`src/seq_pkg.sv`:
```
// constants for the instruction sequencer and program counter
package seq_pkg;

    ////////////////////////////////////////////////////////////////////////////////
    // sizes
    localparam int unsigned ADDR_W     = 12;    // program address width
    localparam int unsigned WORD_W     = 15;    // instruction word width
    localparam int unsigned LOW_W      = 8;     // low-byte width
    localparam int unsigned PHASES     = 4;     // clocks per instruction cycle
    localparam int unsigned WAKE_CLKS  = 1024;  // start-up timer length in clocks
    localparam int unsigned WAKE_W     = 11;    // start-up counter width

    ////////////////////////////////////////////////////////////////////////////////
    // fixed addresses
    localparam logic [11:0] RESET_ADDR = 12'h000;
    localparam logic [11:0] EXT_VEC    = 12'h004;
    localparam logic [11:0] TMR0_VEC   = 12'h008;
    localparam logic [11:0] TMR1_VEC   = 12'h00c;
    localparam logic [11:0] PC_STEP    = 12'h001;
    localparam logic [11:0] SKIP_STEP  = 12'h002;

    ////////////////////////////////////////////////////////////////////////////////
    // phase and reload kinds
    localparam logic [1:0] PH_FIRST    = 2'h0;
    localparam logic [1:0] PH_LAST     = 2'h3;

    typedef enum logic [2:0] {
        LD_NONE  = 3'h0,   // plain increment
        LD_JUMP  = 3'h1,   // jump, call, branch target
        LD_RET   = 3'h2,   // return from subroutine or interrupt
        LD_LOW   = 3'h3,   // low-byte write
        LD_SKIP  = 3'h4    // true conditional skip
    } load_kind_t;

endpackage : seq_pkg

```
`src/phase_gen.sv`:
```
// four-phase generator for the instruction cycle
`timescale 1ns/1ps
module phase_gen (
    // clock and reset
    input  wire logic       sys_clk,
    input  wire logic       rst_n,
    // control
    input  wire logic       run,        // low holds the phase at the last
    // phase outputs
    output logic [1:0]      phase_q,    // current phase 0..3
    output logic            cycle_end_q // high in the last phase, low while the phase is held there
);

    logic [1:0] phase_d;
    logic       cycle_end_d;

    // next phase: wraps after four clocks
    always_comb begin
        phase_d     = seq_pkg::PH_FIRST;
        cycle_end_d = 1'b0;
        if (run) begin
            phase_d     = phase_q + 2'h1;
            cycle_end_d = (phase_d == seq_pkg::PH_LAST);
        end
    end

    // register the phase
    always_ff @(posedge sys_clk or negedge rst_n) begin
        if (!rst_n) begin
            phase_q     <= seq_pkg::PH_LAST;
            cycle_end_q <= 1'b0;
        end else begin
            phase_q     <= run ? phase_d : seq_pkg::PH_LAST;
            cycle_end_q <= cycle_end_d;
        end
    end

endmodule : phase_gen

```
`src/instruction_sequencer_pc.sv`:
```
// instruction sequencer: fetch pipeline, program counter and wake-up timer
`timescale 1ns/1ps
module instruction_sequencer_pc #(
    parameter int unsigned WAKE_CLKS = seq_pkg::WAKE_CLKS  // start-up timer length
) (
    // clock and reset
    input  wire logic                        sys_clk,
    input  wire logic                        rst_n,
    input  wire logic                        reset_n_pin,    // external reset pin
    // options and power
    input  wire logic                        rc_osc_sel,     // rc oscillator option
    input  wire logic                        halt_req,       // pulse: enter sleep
    input  wire logic                        wake_req,       // level: wake-up source
    // execute-stage decisions, valid in the last phase
    input  wire logic [2:0]                  load_kind,      // seq_pkg::load_kind_t code
    input  wire logic [seq_pkg::ADDR_W-1:0]  jump_target,    // jump, call, branch target
    input  wire logic [seq_pkg::ADDR_W-1:0]  stack_top,      // return address
    input  wire logic [seq_pkg::LOW_W-1:0]   low_byte_data,  // value written to low byte
    // interrupt requests
    input  wire logic                        ext_irq,        // enabled external request
    input  wire logic                        tmr0_irq,       // enabled timer 0 overflow
    input  wire logic                        tmr1_irq,       // enabled timer 1 overflow
    input  wire logic                        stack_full,     // stack holds four entries
    // program memory
    output logic [seq_pkg::ADDR_W-1:0]       rom_addr_q,     // fetch address
    output logic                             rom_rd_q,       // fetch strobe, one cycle
    input  wire logic [seq_pkg::WORD_W-1:0]  rom_data,       // word, valid the clock after
    // execute stage
    output logic [seq_pkg::WORD_W-1:0]       instr_q,        // instruction being executed
    output logic                             instr_valid_q,  // low during dummy cycles
    output logic [seq_pkg::ADDR_W-1:0]       instruction_pointer_q, // counter
    output logic                             irq_ack_q,      // pulse: interrupt taken
    output logic                             sleeping_q,     // halted or starting up
    // clock output pin
    output logic                             clock_out_pin_q
);

    ////////////////////////////////////////////////////////////////////////////////
    // synchronisers for the pins
    logic [1:0] rst_sync_q;   // reset pin, bit 0 is the first stage
    logic [1:0] wake_sync_q;  // wake pin
    logic       pin_rst_n;    // synchronised reset pin level
    logic       wake_lvl;     // synchronised wake level

    // two flops for each asynchronous input
    always_ff @(posedge sys_clk or negedge rst_n) begin
        if (!rst_n) begin
            rst_sync_q  <= 2'h0;
            wake_sync_q <= 2'h0;
        end else begin
            rst_sync_q  <= {rst_sync_q[0], reset_n_pin};
            wake_sync_q <= {wake_sync_q[0], wake_req};
        end
    end

    assign pin_rst_n = rst_sync_q[1];
    assign wake_lvl  = wake_sync_q[1];

    ////////////////////////////////////////////////////////////////////////////////
    // sleep and start-up timer
    typedef enum logic [2:0] {
        ST_RUN   = 3'b001,   // executing
        ST_HALT  = 3'b010,   // sleeping
        ST_START = 3'b100    // start-up timer running
    } pwr_state_t;

    pwr_state_t              pwr_q, pwr_d;
    logic [seq_pkg::WAKE_W-1:0] wake_cnt_q, wake_cnt_d;
    logic                    running;

    localparam logic [seq_pkg::WAKE_W-1:0] WAKE_LAST =
        seq_pkg::WAKE_W'(WAKE_CLKS - 1);

    // sleep state next values
    always_comb begin
        pwr_d      = pwr_q;
        wake_cnt_d = wake_cnt_q;
        case (pwr_q)
            ST_RUN: begin
                if (halt_req) begin
                    pwr_d = ST_HALT;
                end
            end
            ST_HALT: begin
                if (wake_lvl) begin
                    pwr_d      = ST_START;
                    wake_cnt_d = '0;
                end
            end
            ST_START: begin
                // the oscillator needs time to settle before fetching resumes
                if (wake_cnt_q == WAKE_LAST) begin
                    pwr_d = ST_RUN;
                end else begin
                    wake_cnt_d = wake_cnt_q + 1'b1;
                end
            end
            default: begin
                pwr_d = ST_RUN;
            end
        endcase
        if (!pin_rst_n) begin
            pwr_d      = ST_RUN;
            wake_cnt_d = '0;
        end
    end

    // register sleep state
    always_ff @(posedge sys_clk or negedge rst_n) begin
        if (!rst_n) begin
            pwr_q      <= ST_RUN;
            wake_cnt_q <= '0;
        end else begin
            pwr_q      <= pwr_d;
            wake_cnt_q <= wake_cnt_d;
        end
    end

    assign running = (pwr_q == ST_RUN) && pin_rst_n;

    ////////////////////////////////////////////////////////////////////////////////
    // phase generator
    logic [1:0] phase;
    logic       cycle_end;

    phase_gen u_phase (
        .sys_clk     (sys_clk),
        .rst_n       (rst_n),
        .run         (running),
        .phase_q     (phase),
        .cycle_end_q (cycle_end)
    );

    ////////////////////////////////////////////////////////////////////////////////
    // program counter and fetch pipeline
    logic [seq_pkg::ADDR_W-1:0] pc_d, rom_addr_d;
    logic                       rom_rd_d;
    logic                       fetched_q, fetched_d;  // a word arrives this clock
    logic                       flush_q, flush_d;      // prefetched word is discarded
    logic [seq_pkg::WORD_W-1:0] pre_q, pre_d;          // prefetched word
    logic                       pre_ok_q, pre_ok_d;    // prefetch is usable
    logic [seq_pkg::WORD_W-1:0] instr_d;
    logic                       instr_valid_d, irq_ack_d;
    logic                       sleeping_d, clk_out_d;
    logic                       take_irq;

    // twelve-bit add wraps from the top address back to zero
    function automatic logic [seq_pkg::ADDR_W-1:0] pc_add(
        input logic [seq_pkg::ADDR_W-1:0] base,
        input logic [seq_pkg::ADDR_W-1:0] step
    );
        pc_add = base + step;
    endfunction : pc_add

    // interrupts are held off while the stack cannot take the return address
    assign take_irq = (ext_irq || tmr0_irq || tmr1_irq) && !stack_full;

    // counter, fetch and execute next values
    always_comb begin
        pc_d          = instruction_pointer_q;
        rom_addr_d    = rom_addr_q;
        rom_rd_d      = 1'b0;
        fetched_d     = rom_rd_q;
        flush_d       = flush_q;
        pre_d         = pre_q;
        pre_ok_d      = pre_ok_q;
        instr_d       = instr_q;
        instr_valid_d = instr_valid_q;
        irq_ack_d     = 1'b0;
        sleeping_d    = (pwr_q != ST_RUN);
        // clock out only when the rc option is selected: quarter rate while running, high while the phase is held
        clk_out_d     = rc_osc_sel && (phase_d_hi(phase));
        if (fetched_q) begin
            pre_d    = rom_data;
            pre_ok_d = !flush_q;
            flush_d  = 1'b0;
        end
        if (!pin_rst_n) begin
            pc_d          = seq_pkg::RESET_ADDR;
            rom_addr_d    = seq_pkg::RESET_ADDR;
            flush_d       = 1'b0;
            pre_ok_d      = 1'b0;
            instr_valid_d = 1'b0;
        end else if (running && phase == seq_pkg::PH_FIRST) begin
            // fetch the word at the counter, then step past it
            rom_addr_d = instruction_pointer_q;
            rom_rd_d   = 1'b1;
            pc_d       = pc_add(instruction_pointer_q, seq_pkg::PC_STEP);
        end else if (running && cycle_end) begin
            // the prefetched word becomes the executing one; a dummy cycle if dropped
            instr_d       = pre_q;
            instr_valid_d = pre_ok_q;
            // a transfer retires the word fetched behind it as a dummy cycle
            if (take_irq) begin
                if (ext_irq) begin
                    pc_d = seq_pkg::EXT_VEC;
                end else if (tmr0_irq) begin
                    pc_d = seq_pkg::TMR0_VEC;
                end else begin
                    pc_d = seq_pkg::TMR1_VEC;
                end
                irq_ack_d     = 1'b1;
                instr_valid_d = 1'b0;
            end else if (instr_valid_q) begin
                case (load_kind)
                    seq_pkg::LD_JUMP: begin
                        pc_d          = jump_target;
                        instr_valid_d = 1'b0;
                    end
                    seq_pkg::LD_RET: begin
                        pc_d          = stack_top;
                        instr_valid_d = 1'b0;
                    end
                    seq_pkg::LD_LOW: begin
                        // page bits stay, so the jump stays in the current page
                        pc_d          = {instruction_pointer_q[seq_pkg::ADDR_W-1:seq_pkg::LOW_W],
                                         low_byte_data};
                        instr_valid_d = 1'b0;
                    end
                    seq_pkg::LD_SKIP: begin
                        // the skipped word already went past the counter
                        instr_valid_d = 1'b0;
                    end
                    default: begin
                        pc_d = instruction_pointer_q;
                    end
                endcase
            end
            if (fetched_q && !pre_ok_d) begin
                flush_d = 1'b1;
            end
        end
    end

    // quarter-rate level from the phase: high for phases two and three
    function automatic logic phase_d_hi(input logic [1:0] ph);
        phase_d_hi = ph[1];
    endfunction : phase_d_hi

    // register counter and pipeline
    always_ff @(posedge sys_clk or negedge rst_n) begin
        if (!rst_n) begin
            instruction_pointer_q <= seq_pkg::RESET_ADDR;
            rom_addr_q            <= seq_pkg::RESET_ADDR;
            rom_rd_q              <= 1'b0;
            fetched_q             <= 1'b0;
            flush_q               <= 1'b0;
            pre_q                 <= '0;
            pre_ok_q              <= 1'b0;
            instr_q               <= '0;
            instr_valid_q         <= 1'b0;
            irq_ack_q             <= 1'b0;
            sleeping_q            <= 1'b0;
            clock_out_pin_q       <= 1'b0;
        end else begin
            instruction_pointer_q <= pc_d;
            rom_addr_q            <= rom_addr_d;
            rom_rd_q              <= rom_rd_d;
            fetched_q             <= fetched_d;
            flush_q               <= flush_d;
            pre_q                 <= pre_d;
            pre_ok_q              <= pre_ok_d;
            instr_q               <= instr_d;
            instr_valid_q         <= instr_valid_d;
            irq_ack_q             <= irq_ack_d;
            sleeping_q            <= sleeping_d;
            clock_out_pin_q       <= clk_out_d;
        end
    end

endmodule : instruction_sequencer_pc

```
`config.mk`:
```
export PLATFORM = sky130hd
export DESIGN_NAME = instruction_sequencer_pc
export DESIGN_NICKNAME = d
export VERILOG_FILES = /design/src/seq_pkg.sv /design/src/phase_gen.sv /design/src/instruction_sequencer_pc.sv
export SDC_FILE = /design/constraint.sdc
export NUM_CORES = 1
export LEC_CHECK = 0
export BUFFER_PORTS_ARGS = -buffer_cell sky130_fd_sc_hd__buf_2
export CAP_MARGIN = 20
export CORE_UTILIZATION = 57
export DETAILED_ROUTE_END_ITERATION = 7
export GPL_TIMING_DRIVEN = 0
export PLACE_DENSITY = 0.85
export SLEW_MARGIN = 15
export SYNTH_ARGS = -nofsm -noshare
export SYNTH_HDL_FRONTEND = slang
export SYNTH_SLANG_ARGS = --single-unit
```
`constraint.sdc`:
```
create_clock -name sys_clk -period 5.8 [get_ports sys_clk]
set_clock_uncertainty 0.05 [all_clocks]
set_input_delay 0.58 -clock sys_clk [delete_from_list [all_inputs] [get_ports sys_clk]]
set_output_delay 0.58 -clock sys_clk [all_outputs]
set_load 0.02 [all_outputs]
```
==> results.md <==
* Global-route wire length before repair at 15200 um
* Core Region at 6794 um2
* DRT Pass-1 Iters at 4
* Clk sink count at 83
* Insertion delay to the later sink of the worst-skew pair at 360 ps
* Syn_nets at 442
* Final cell count without fillers at 594
* Pin count of the biggest net entering global routing at 46
* Starting DRC count in detailed routing at 213
* CTS tree: built
* Post-synth EDFFs at 0
* Dpl hpwl at 6823 um
* Sequential share of the synthesized area at 51.94%
* Num CTS Buffers at 9
* FP Rows at 30
* Startpoint types: flop
* Synth Warn # at 0
* Gr usage total at 26.78%
* Die Y at 85.84 um
* R2r startpoint: wake_cnt_q[0]
* Hold crit path type: in2async
* # setup viols final at 0
* Netlist Area Pre-Place at 4006 um2
* Seq cells post-synth at 83
* Ys flop type: dfrtp_1
* Final min period at 2100 ps
* Synth unique cells at 59
* Ys async rst share at 100.0%
* Total wire length at 9007 um
* Residual DRC at 0
* Slowest cell delay on critical path at 600 ps
* Most frequent cells after synthesis: dfrtp_1 (80), nand2_1 (38), o21ai_0 (35), mux2_2 (33), nand3_1 (22)
* Antenna Nets Post-Route at 0
* Ranking of synthesized cells by area: dfrtp_1 (50%), mux2_2 (9.3%), o21ai_0 (4.4%), nand2_1 (3.6%), nand3_1 (2.7%)
* Setup tns final at 0 ps
* Worst path required time at 6010 ps
* Final GP Congestion at 0.8696
* Worst Path Max Fanout at 10
* Post-CTS sizing at 0
* Max Fclk at 476.1 MHz
* Die W at 85.84 um
* Slowest cell on the critical path: or4_4
* Reg2Reg Setup Slack at 3700 ps
* Fraction of layout cells with a size suffix above 1 at 35.61%
* Worst Tran Pin Value at 750.5 ps
* PD cells at 310.5 nW/um2
* Pins Over Slew Limit at 0
* Post-CTS Setup Bufs at 0
* Top Ports at 104
* Fill cell count at 484
* Via density at 5.684
* Clock slew at reported path FFs at 90 ps
* Worst Setup End Kind: flop
* Initial Util at 58.97%
* Unrepaired setup endpoints after global routing: false
* Max Cap Viol at 0
* H-tree depth at 3
* Placed insts at 577
* Peak VDD IR at 0.2714 mV
* Tcrit/Tclk final at 36.21%
* Leak at 2.399 nW
* Count of final hold-check violations at 0
* Total gr overflow at 0
* Mapped Cells at 378
* Synth-to-Final Area Change at 22.17%
* Slew HR at 49.55%
* CP Class: reg2reg
* Cts-stage hold buffer count at 0
* Most common cell in the synthesized netlist: dfrtp_1
* Clock root cell: clkbuf_8
* DR WL/cell at 15.16 um
* Port Buffers at 102
* Routed vias at 3376
* Initial antenna violation count at 1
* Status: completed
* Final nets at 556
* Largest area contributor in the netlist: dfrtp_1
* Mean Syn Cell Area at 10.60 um2
* Arrival time worst endpoint at 2310 ps
* Post-synth top area share at 49.97%
* Vias in the first global route at 3377
* Crit path launch: wake_cnt_q[0]
* Die ar. at 7368 um2
* CTS Buffer Depth at 2
* Cell Chain, Critical Path: ha_1 > nand3_1 > or4_4 > o22ai_2 > buf_4 > o21ai_0 > o31ai_1
## cell usage in the layout, fill, tap and decap left out, types with 8 or more instances in the layout
cell,Yosys,routed
mux2_2,33,33
clkbuf_8,0,10
nor2_1,19,19
buf_2,5,106
inv_1,15,15
nand2_1,38,38
dfrtp_1,80,80
nor3_1,8,8
o21ai_0,35,35
a21oi_1,17,17
nand3_1,22,22
## area by class of cell
| type | instances | area, um2 | share of cell area, % |
|---|---|---|---|
| Antenna cell | 1 | 2.502 | 0.05112 |
| Buffer | 17 | 88.84 | 1.815 |
| Clock buffer | 10 | 137.6 | 2.812 |
| Clock inverter | 6 | 87.58 | 1.789 |
| Inverter | 15 | 56.30 | 1.150 |
| Multi-Input combinational cell | 263 | 1780 | 36.38 |
| Sequential cell | 83 | 2081 | 42.51 |
| Tap cell | 96 | 120.1 | 2.454 |
| Timing Repair Buffer | 103 | 540.5 | 11.04 |
## critical path: cells and delay by family (launching register included)
| kind | cells | cell delay (ps) |
|---|---|---|
| AOI/OAI and AO/OA | 3 | 350 |
| buffers and inverters | 1 | 200 |
| DFF | 1 | 410 |
| and+or+nand+nor | 2 | 770 |
| adders and majority gates | 1 | 220 |
## sequential cells by signal, indices dropped and copies added, names as in the netlist
signal and flops:
clock_out_pin_q 1, fetched_q 1, flush_q 1, instr_q 15, instr_valid_q 1, instruction_pointer_q 12, irq_ack_q 1, pre_ok_q 1
pre_q 15, pwr_q 3, rom_addr_q 12, rom_rd_q 1, rst_sync_q 2, sleeping_q 1, u_phase.cycle_end_q 1, u_phase.phase_q 2
wake_cnt_q 11, wake_sync_q 2
## metrics by stage
stage               util (%)  hold slack, ps  instance area, um2  setup WS (ps)  total power [mW]
finish                 72.04           132.5                4895           3700             1.520
global route           72.01           157.6                4892           3566             1.593
CTS                    72.01           150.5                4892           3713             1.532
detailed placement     68.69           291.0                4667           3584             1.070
global placement       68.25           281.8                4637           3500             1.049
floorplan                  -           234.4                4006           3761            0.9419
## worst paths after layout
| path | cells past startpoint | to |
|---|---|---|
| worst min register to register | 0 | wake_sync_q[1] |
| min in group sys_clk | 1 | wake_sync_q[0] |
| worst max-delay path | 7 | wake_cnt_q[2] |
| max in group asynchronous | 2 | pwr_q[0] |
| worst max register to register | 7 | wake_cnt_q[2] |
| worst min-delay path | 1 | instruction_pointer_q[10] |
## kinds of logic (layout without fill, tap and decap cells)
family                   count (synthesis)  count (layout)  synth area share, %
AND/OR/NAND/NOR                        125             125                16.43
AO/OA/AOI/OAI                           93              93                15.55
flip-flops                              83              83                51.94
multiplexers                            39              39                10.77
buffers and inverters                   32             151                3.623
adder cells (fa/ha/maj)                  4               4                1.249
XOR/XNOR                                 2               2               0.4373
other                                    0               1                    0
## metal layers
metal	vias to the layer above	GRT usage [%]	wire (um)
met2	131	45.16	4604
met4	0	9.848	180
met5	-	0	0
met3	21	7.700	528
met1	1633	32.93	3694
li1	1591	-	-
## report_power, final
| part | total, mW | switching, mW | internal [mW] |
|---|---|---|---|
| Sequential | 0.737 | 0.0602 | 0.677 |
| Combinational | 0.319 | 0.172 | 0.147 |
| Clock | 0.464 | 0.209 | 0.255 |
(Power assumes the default switching activity.)
